### config.mk
export PLATFORM = sky130hd
export DESIGN_NAME = board_cache_timing_tag_capture
export DESIGN_NICKNAME = d
export VERILOG_FILES = /design/src/rtl/write_pulse_shifter.v /design/src/rtl/read_write_gap.v /design/src/rtl/board_cache_timing_tag_capture.v
export VERILOG_INCLUDE_DIRS = /design/src /design/src/rtl
export SDC_FILE = /design/constraint.sdc
export NUM_CORES = 1
export LEC_CHECK = 0
export BUFFER_PORTS_ARGS = -buffer_cell sky130_fd_sc_hd__buf_2
export CORE_ASPECT_RATIO = 0.7
export CORE_MARGIN = 2
export CORE_UTILIZATION = 47
export CTS_CLUSTER_DIAMETER = 50
export DETAILED_ROUTE_END_ITERATION = 6
export HOLD_SLACK_MARGIN = 0.1
export PLACE_DENSITY_LB_ADDON = 0.05
export REMOVE_ABC_BUFFERS = 1
export SYNTH_ARGS = -nofsm -noshare
export SYNTH_HDL_FRONTEND = slang
export SYNTH_SLANG_ARGS = --single-unit
### constraint.sdc
create_clock -name core_clk -period 3.5 [get_ports core_clk]
set_input_delay 0.175 -clock core_clk [delete_from_list [all_inputs] [get_ports core_clk]]
set_output_delay 0.175 -clock core_clk [all_outputs]
set_load 0.05 [all_outputs]
### src/rtl/cache_cfg_map.vh
// Purpose: field positions, offsets and reset values for the board cache
//          configuration and tag capture registers
// Assumes: included by bare name from the rtl modules
// Notes:   definitions only
`ifndef CACHE_CFG_MAP_VH
`define CACHE_CFG_MAP_VH

`define TAG_CAPTURE_OFFSET 40'hFFFFF00108
`define TIMING_CONFIG_OFFSET 40'hFFFFF001C8
`define ERROR_STATUS_OFFSET 40'hFFFFF00168

`define SIZE_LSB 0
`define SIZE_MSB 2
`define RD_LSB 4
`define RD_MSB 7
`define WR_LSB 8
`define WR_MSB 11
`define GAP_LSB 12
`define GAP_MSB 14
`define OFS_LSB 16
`define OFS_MSB 18
`define WE_LSB 20
`define WE_MSB 28

`define SIZE_RESET 3'h1
`define RD_RESET 4'h4
`define WR_RESET 4'h4
`define GAP_RESET 3'h7
`define OFS_RESET 3'h1
`define WE_RESET 9'h000

`define SIZE_NONE 3'h0
`define GAP_FIXED 4'h3

`define CAP_HIT 12
`define CAP_TSP 13
`define CAP_DIRTY 14
`define CAP_SHARED 15
`define CAP_VALID 16
`define CAP_TP 17
`define CAP_TAG_LSB 20
`define CAP_TAG_MSB 38

`endif

### src/rtl/write_pulse_shifter.v
// Purpose: shifts the write-pulse pattern out one bit per cpu cycle
// Assumes: start pulses only while idle; pattern held stable by caller
// Notes:   fills wait the programmed offset first, private writes do not
`include "cache_cfg_map.vh"
module write_pulse_shifter #(
    parameter PAT_W = 9
) (
    input wire core_clk,
    input wire rst_n,
    input wire start_private,
    input wire start_fill,
    input wire [PAT_W-1:0] pattern,
    input wire [2:0] fill_offset,
    output reg write_pulse,
    output reg busy
);
    reg [2:0] wait_cnt;
    reg [PAT_W-1:0] shift;
    reg [3:0] bits_left;
    localparam [3:0] BITS_ALL = PAT_W;
    localparam [3:0] BITS_REST = PAT_W - 1;

    always @(posedge core_clk) begin
        if (!rst_n) begin
            wait_cnt <= 3'h0;
            shift <= {PAT_W{1'b0}};
            bits_left <= 4'h0;
            write_pulse <= 1'b0;
            busy <= 1'b0;
        end else if (start_private && !busy) begin
            // no offset: bit zero lands in the index-drive cycle
            write_pulse <= pattern[0];
            shift <= pattern >> 1;
            bits_left <= BITS_REST;
            wait_cnt <= 3'h0;
            busy <= 1'b1;
        end else if (start_fill && !busy) begin
            // start is the sysclk output edge; count offset cycles first
            write_pulse <= 1'b0;
            shift <= pattern;
            bits_left <= BITS_ALL;
            wait_cnt <= fill_offset;
            busy <= 1'b1;
        end else if (busy) begin
            if (wait_cnt != 3'h0) begin
                wait_cnt <= wait_cnt - 3'h1;
                write_pulse <= 1'b0;
            end else if (bits_left != 4'h0) begin
                write_pulse <= shift[0];
                shift <= shift >> 1;
                bits_left <= bits_left - 4'h1;
            end else begin
                write_pulse <= 1'b0;
                busy <= 1'b0;
            end
        end else begin
            write_pulse <= 1'b0;
        end
    end
endmodule

### src/rtl/read_write_gap.v
// Purpose: spacing counter from a private read to a private write
// Assumes: read_done pulses at the end of each private read
// Notes:   only private traffic is spaced; system moves are not
`include "cache_cfg_map.vh"
module read_write_gap (
    input wire core_clk,
    input wire rst_n,
    input wire read_done,
    input wire [2:0] gap,
    output reg write_hold
);
    reg [3:0] remain;

    always @(posedge core_clk) begin
        if (!rst_n) begin
            remain <= 4'h0;
            write_hold <= 1'b0;
        end else if (read_done) begin
            // fixed three cycles always added to the programmed gap
            remain <= {1'b0, gap} + `GAP_FIXED;
            write_hold <= 1'b1;
        end else if (remain > 4'h1) begin
            remain <= remain - 4'h1;
        end else begin
            remain <= 4'h0;
            write_hold <= 1'b0;
        end
    end
endmodule

### src/rtl/board_cache_timing_tag_capture.v
// Purpose: board cache configuration register and tag capture register
// Assumes: register port accesses are one-cycle strobes with a 40-bit address
// Notes:   config is write only; capture survives reset in lock state and data
`include "cache_cfg_map.vh"
// Operation
// - power-up loads defaults, timeout reset keeps them
// - size code 0 none, else 1MB doubling
// - read access cycles in 7:4, 4 to 10
// - write cycles in 11:8, 4 to 10
// - read-to-write gap 14:12, minimum one, reset seven
// - always add three cycles to gap
// - fill offset 18:16 waits after sysclk edge
// - offset ignored for private writes
// - pattern bit per cycle, bit zero first
// - private and shared writes use pattern directly
// - fills wait offset then shift pattern
// - unlocked capture loads every tag read
// - tag or control parity error locks capture
// - status read or force hit unlocks; reset keeps
// - unused tag bits read zero by size
// - capture layout hit, parities, state, tag
// - system-command parity error capture address unreliable
// - force hit makes cached references hit
module board_cache_timing_tag_capture #(
    parameter TAG_W = 19
) (
    input wire core_clk,
    input wire rst_n,
    input wire timeout_reset,
    input wire reg_wr,
    input wire reg_rd,
    input wire [39:0] reg_addr,
    input wire [63:0] reg_wdata,
    input wire force_hit_mode,
    input wire tag_read,
    input wire tag_hit,
    input wire [TAG_W-1:0] tag_bits,
    input wire tag_parity,
    input wire tag_status_parity,
    input wire tag_dirty_bit,
    input wire tag_shared_bit,
    input wire tag_valid_bit,
    input wire tag_parity_err,
    input wire tag_ctl_parity_err,
    input wire system_cmd,
    input wire cached_ref,
    input wire private_write_start,
    input wire fill_write_start,
    input wire private_read_done,
    output reg [63:0] reg_rdata,
    output reg rdata_valid,
    output reg [2:0] cache_size_field,
    output reg [3:0] read_access_cycles,
    output reg [3:0] write_cycles,
    output reg cache_present,
    output reg force_hit,
    output reg write_pulse,
    output reg write_busy,
    output reg write_hold,
    output reg capture_locked,
    output reg capture_suspect
);
    reg [2:0] read_to_write_gap;
    reg [2:0] fill_offset;
    reg [8:0] write_pulse_pattern;
    reg [63:0] cache_tag_capture;
    reg [TAG_W-1:0] tag_mask;
    reg force_hit_q;
    reg [63:0] next_capture;
    wire cfg_sel;
    wire cap_sel;
    wire stat_sel;
    wire pulse_w;
    wire busy_w;
    wire hold_w;
    wire unlock;
    integer i;

    assign cfg_sel = (reg_addr == `TIMING_CONFIG_OFFSET);
    assign cap_sel = (reg_addr == `TAG_CAPTURE_OFFSET);
    assign stat_sel = (reg_addr == `ERROR_STATUS_OFFSET);
    // entering force hit is the rising edge of the mode bit
    assign unlock = (reg_rd && stat_sel) || (force_hit_mode && !force_hit_q);

    always @(posedge core_clk) begin
        if (!rst_n) begin
            cache_size_field <= `SIZE_RESET;
            read_access_cycles <= `RD_RESET;
            write_cycles <= `WR_RESET;
            read_to_write_gap <= `GAP_RESET;
            fill_offset <= `OFS_RESET;
            write_pulse_pattern <= `WE_RESET;
        end else if (reg_wr && cfg_sel && !timeout_reset) begin
            // reserved and upper bits are simply not stored
            cache_size_field <= reg_wdata[`SIZE_MSB:`SIZE_LSB];
            read_access_cycles <= reg_wdata[`RD_MSB:`RD_LSB];
            write_cycles <= reg_wdata[`WR_MSB:`WR_LSB];
            read_to_write_gap <= reg_wdata[`GAP_MSB:`GAP_LSB];
            fill_offset <= reg_wdata[`OFS_MSB:`OFS_LSB];
            write_pulse_pattern <= reg_wdata[`WE_MSB:`WE_LSB];
        end
    end

    // timeout reset only keeps config; sync reset path above is power-up
    // size 1 uses the full tag, each doubling drops one low tag bit
    always @* begin
        tag_mask = {TAG_W{1'b1}};
        for (i = 0; i < TAG_W; i = i + 1) begin
            if (cache_size_field == `SIZE_NONE) begin
                tag_mask[i] = 1'b0;
            end else if (i < cache_size_field - 3'h1) begin
                tag_mask[i] = 1'b0;
            end
        end
    end

    always @* begin
        next_capture = 64'h0000000000000000;
        next_capture[`CAP_HIT] = tag_hit || force_hit;
        next_capture[`CAP_TSP] = tag_status_parity;
        next_capture[`CAP_DIRTY] = tag_dirty_bit;
        next_capture[`CAP_SHARED] = tag_shared_bit;
        next_capture[`CAP_VALID] = tag_valid_bit;
        next_capture[`CAP_TP] = tag_parity;
        next_capture[`CAP_TAG_MSB:`CAP_TAG_LSB] = tag_bits & tag_mask;
    end

    // capture data and lock have no reset: they must survive it
    always @(posedge core_clk) begin
        force_hit_q <= rst_n ? force_hit_mode : 1'b0;
        if (tag_read && (!capture_locked || unlock)) begin
            cache_tag_capture <= next_capture;
            capture_suspect <= system_cmd && tag_parity_err;
        end
        if (tag_read && (tag_parity_err || tag_ctl_parity_err)) begin
            capture_locked <= 1'b1;
        end else if (unlock) begin
            capture_locked <= 1'b0;
        end
    end

    always @(posedge core_clk) begin
        if (!rst_n) begin
            reg_rdata <= 64'h0000000000000000;
            rdata_valid <= 1'b0;
            cache_present <= 1'b0;
            force_hit <= 1'b0;
            write_pulse <= 1'b0;
            write_busy <= 1'b0;
            write_hold <= 1'b0;
        end else begin
            // config is write only, so only the capture returns data
            rdata_valid <= reg_rd;
            reg_rdata <= (reg_rd && cap_sel) ? cache_tag_capture : 64'h0000000000000000;
            cache_present <= (cache_size_field != `SIZE_NONE);
            force_hit <= force_hit_mode && (cache_size_field != `SIZE_NONE) && cached_ref;
            write_pulse <= pulse_w;
            write_busy <= busy_w;
            write_hold <= hold_w;
        end
    end

    write_pulse_shifter #(
        .PAT_W(9)
    ) u_shifter (
        .core_clk(core_clk),
        .rst_n(rst_n),
        .start_private(private_write_start),
        .start_fill(fill_write_start),
        .pattern(write_pulse_pattern),
        .fill_offset(fill_offset),
        .write_pulse(pulse_w),
        .busy(busy_w)
    );

    read_write_gap u_gap (
        .core_clk(core_clk),
        .rst_n(rst_n),
        .read_done(private_read_done),
        .gap(read_to_write_gap),
        .write_hold(hold_w)
    );
endmodule

Word level (Yosys, flattened, before mapping)
Index checks and enable logic that the tools add are counted.
{ "op_classes": {"n_lt_le_gt_ge": 20, "addsub": 5, "n_eq_ne": 6, "mux": 65, "bitwise": 3, "reduce_logical": 36} }
{ "ops": {"columns": ["op", "n"], "rows": [
  ["< comparator 4 x 32 -> 1 bit (first input constant)", 8],
  ["< comparator 3 x 32 -> 1 bit (first input constant)", 4],
  ["equality test 40 bit (second input constant)", 3],
  ["< comparator 5 x 32 -> 1 bit (first input constant)", 3],
  ["< comparator 1 x 32 -> 1 bit (first input constant)", 2],
  ["< comparator 2 x 32 -> 1 bit (first input constant)", 2],
  ["two-way mux 1 bit", 50],
  ["two-way mux 9 bit", 4],
  ["two-way mux 4 bit", 7],
  ["bitwise AND 19 bit", 1],
  ["logical AND 1 bit", 12],
  ["nonzero test 3 bit", 4],
  ["two-way mux 3 bit", 3],
  ["AND reduction 3 bit", 3],
  ["two-way mux 8 bit", 1],
  ["subtractor 4 x 1 -> 4 bit (second input constant)", 2],
  ["nonzero test 2 bit", 3],
  ["adder 3 x 2 -> 4 bit (second input constant)", 1],
  ["greater-than comparator 4 x 1 -> 1 bit (second input constant)", 1],
  ["zero test 1 bit", 4],
  ["logical OR 1 bit", 4],
  ["AND reduction 2 bit", 2],
  ["nonzero test 4 bit", 1],
  ["subtractor 3 x 1 -> 4 bit (second input constant)", 1],
  ["8 further kinds", 9]
]} }
{ "totals": {"reg_bits": 108} }

Logic depth before layout (Yosys ltp)
{ "logic_depth": {"word_depth": 6, "depth_mapped": 7, "depth_no_buf": 6} }

By module
From an unflattened synthesis, not the netlist that was laid out.
{ "hier_totals": {"hier_cells": 454, "area_unflattened_um2": 4687.0} }
{ "by_module_without_submodules": {"columns": ["mod", "instances", "area_per_inst_um2", "cells_per_inst", "seq_area_each_um2"], "rows": [
  ["board_cache_timing_tag_capture", 1, 3417.0, 311, 1961.9],
  ["write_pulse_shifter", 1, 968.4, 109, 360.3],
  ["read_write_gap", 1, 301.5, 34, 100.1]
]} }

Worst setup path before layout
OpenSTA, ideal clock, no wires.
{ "synth_path": {"kind": "in2reg", "start": "input reg_addr[17]", "end": "register cache_tag_capture[12] (enable)", "setup_ns": 0.425, "path_stages": 4, "arrival_ns": 2.658, "slack_ns": 0.417, "required_time_ns": 3.075, "path_cell_list": "or4b_4 > nor4_4 > nand4_1 > a31oi_1"} }
{ "synth_via": {"elab_chain_cells": 5} }
{ "synth_rtl": {"columns": ["element", "line_no", "text"], "rows": [
  ["from (decl)", "board_cache_timing_tag_capture.v:32", "input wire [39:0] reg_addr,"],
  ["equality test 40 bit (no source line)", null, null],
  ["logical AND 1 bit", "board_cache_timing_tag_capture.v:83", "assign unlock = (reg_rd && stat_sel) || (force_hit_mode && !force_hit_q);"],
  ["logical OR 1 bit", "board_cache_timing_tag_capture.v:83", null],
  ["logical OR 1 bit", "board_cache_timing_tag_capture.v:131", "if (tag_read && (!capture_locked || unlock)) begin"],
  ["logical AND 1 bit", "board_cache_timing_tag_capture.v:131", null],
  ["to (signal assigned)", "board_cache_timing_tag_capture.v:132", "cache_tag_capture <= next_capture;"],
  ["to (decl)", "board_cache_timing_tag_capture.v:66", "reg [63:0] cache_tag_capture;"]
]} }
Every way passes these cells.
A chain may end at the register's enable or synchronous reset.

Final worst setup path
{ "layout_path": {"start": "register u_shifter.bits_left[0]", "end": "register u_shifter.shift[6]"} }
{ "layout_via": {"elab_chain_cells": 3} }
{ "layout_rtl": {"columns": ["element", "line_no", "text"], "rows": [
  ["from (decl)", "write_pulse_shifter.v:19", "reg [3:0] bits_left;"],
  ["from (signal assigned)", "write_pulse_shifter.v:51", "bits_left <= bits_left - 4'h1;"],
  ["nonzero test 4 bit", "write_pulse_shifter.v:48", "end else if (bits_left != 4'h0) begin"],
  ["nonzero test 3 bit (no source line)", null, null],
  ["AND reduction 3 bit (no source line)", null, null],
  ["to (signal assigned)", "write_pulse_shifter.v:33", "shift <= pattern >> 1;"],
  ["to (signal assigned)", "write_pulse_shifter.v:40", "shift <= pattern;"],
  ["to (signal assigned)", "write_pulse_shifter.v:50", "shift <= shift >> 1;"],
  ["to (decl)", "write_pulse_shifter.v:18", "reg [PAT_W-1:0] shift;"]
]} }
Every way passes these cells.

==> flow_summary.toml <==
[final_layout]
fillers = 851
layout_common_cells = "buf_2 (148), dfxtp_1 (82), nand2_1 (57), conb_1 (39), nor2_1 (36)"
syn_to_final_growth_pct = 26.8
nets = 797
drive_gt1_share_pct = 30.8
diodes = 0
final_util_pct = 61.8
register_area_um2 = 2420
multi_input_area_um2 = 2010
final_common_cell = "buf_2"

[timing]
hold_violations = 0
fin_setup_tns_ps = 0
fin_crit_sh_pct = 65.6
worst_pin_slew_ps = 1030
whs_ps = 104
finalSetupViolCount = 0
fin_skew_ps = 8.24
timing.fmax_ghz = 0.436
setup_ws_ps = 1200
relSlewSlack_pct = 31.0
grt_setup_unrepaired = "false"
fin_crit_ps = 2300
report.final.slew_viol_count = 0

[setup_path]
cp-end-kind = "flip-flop"
critPathKind = "flip-flop to flip-flop"
cp.arrival_ps = 2500
worstPathRequired_ps = 3700
start_kind = "flip-flop"
critPathMaxFanout = 12

[logic_synthesis]
synthXorXnorAreaFrac_pct = 0.921
synth_top_family_by_area = "simple AND/OR/NAND/NOR gates"
muxShareOfSynthArea_pct = 5.05
synthSimpleGateAreaFrac_pct = 22.2
synth_area_leader_cell = "dfxtp_1"
synthCells = 474
synth_edf_count = 26
synth_compound_area_share_pct = 8.61
synth_fa_ha_area_share_pct = 2.37
synth_top_area_share_pct = 34.5
ys_warn_count = 0
netlist_area_um2 = 4750
async_flop_share_pct = 0
yosys-top-cells-area = "dfxtp_1 (35%), edfxtp_1 (16%), buf_4 (6.2%)"
synth.distinct_cells = 59
synth_ff_type = "dfxtp_1"
synth.avg_cell_area_um2 = 10.0
yosysSeqAreaShare_pct = 50.9
ys_ff_latch = 108

[pwr]
irDropWorstVdd_v = 0.000294
p_total_mw = 2.70
power_density_nw_per_um2 = 447
p_leak_nw = 2.81

[clock_network]
cts_setup_buffers = 0
cts_tree = "yes"
worstSkewPairLatency_ps = 340
cts.sinks = 108
ctsRootBufferMaster = "clkbuf_16"
cts_max_level = 3
cts_buffers = 9
clkTransAtPathRegs_ps = 70
clockBufferDepth = 2

[global_route]
grt_pass1_vias = 3493
grt_pass1_wl_um = 16200
antenna_found_initial = 0
grt_max_degree = 39
grtUsageTotal_pct = 18.5
grt_overflow = 0

[floorplanning]
die_area_um2 = 10900
die_h_um = 88.2
ios = 226
std_cell_rows = 30
start_util_pct = 48.7
die_x_um = 124
core_region_area_um2 = 9760

[drt]
wl_um = 10600
ant_nets = 0
via_per_inst = 4.79
vias = 3728
routedWlPerCell_um = 13.6
drt_iter0_markers = 176
drt-pass1-iter-count = 6
drc = 0

[run]
drv_cap = 0

[placed_design]
place_ws_ps = 1130
gp_congestion = 0.809
port_buffers = 148
place_hpwl_um = 7370

[outcome]
status = "finished, final reports clean"

[hold_path]
hold_class = "primary input to flip-flop"
==> path summary, 6_finish.rpt <==
path | start | to | slack [ps] | cells past startpoint
setup / recovery | u_shifter.bits_left[0] | u_shifter.shift[6] | 1200 | 6
hold / removal | reg_wdata[25] | write_pulse_pattern[5] | 100 | 3
setup reg to reg | u_shifter.bits_left[0] | u_shifter.shift[6] | 1200 | 6
hold reg to reg | u_shifter.write_pulse | write_pulse | 430 | 1
==> cells in the mapped netlist (all sizes together) (3+ instances only) <==
cell     n
a21oi   19
a22oi    4
a311o    4
a41oi    3
and2    33
and3     4
and4     3
buf     42
clkbuf  17
dfxtp   82
edfxtp  26
ha       9
inv     21
mux2i   24
nand2   57
nand2b   5
nand4    5
nor2    36
nor2b   15
nor3     3
nor3b    6
nor4b    5
o21a     3
o21ai    7
o32ai    4
or3      3
xnor2    5
==> sequential cells by signal (all words and copies together) (netlist names), 4 cells and up <==
name / flops
write_pulse_pattern: 9
reg_rdata: 25
write_cycles: 4
read_access_cycles: 4
cache_tag_capture: 25
u_gap.remain: 4
u_shifter.shift: 9
u_shifter.bits_left: 4
==> per-stage QoR <==
step	area [µm²]	cells
global placement	5440	732
detailed placement	5440	732
global route	6030	778
floorplan	4510	453
CTS	6030	778
finish	6030	778
==> timing repair <==
action,CTS,global route
hold buffers,30,0
hold endpoints to repair,30,0
resized for setup,0,0
==> power breakdown <==
group | switching [mW] | leakage, nW | total (mW) | internal, mW
clock | 0.456 | 0.135 | 0.964 | 0.507
sequential | 0.0226 | 0.912 | 1.34 | 1.32
combinational | 0.253 | 1.76 | 0.389 | 0.136
==> final cells by class <==
| cell class | instances | share of cell area [%] |
|---|---|---|
| Inverter | 22 | 1.37 |
| Multi-Input combinational cell | 323 | 33.4 |
| Tap cell | 128 | 2.66 |
| Timing Repair Buffer | 181 | 17.6 |
| Clock buffer | 10 | 3.97 |
| Clock inverter | 6 | 0.768 |
| Sequential cell | 108 | 40.2 |
==> cells by family after synthesis <==
family	Yosys count
compound gates	59
xor+xnor	5
fa+ha+maj	9
buf+inv	81
flops	108
mux	24
other cells	1
simple gates	187
==> layer usage <==
| metal | GRT usage [%] | part of all wire (%) |
|---|---|---|
| met2 | 33.8 | 49 |
| met1 | 22.3 | 44 |
| met5 | 0 | 0 |
| met3 | 4.15 | 5.9 |
| met4 | 5.41 | 0.90 |
==> worst max-delay path, cell delays in order (launching register included) <==
cell,delay [ps]
dfxtp_1,340
inv_1,60
ha_1,170
nor3b_1,840
o21a_1,490
a311o_1,180
a21oi_1,60
Power figures use the tool's default switching activity.
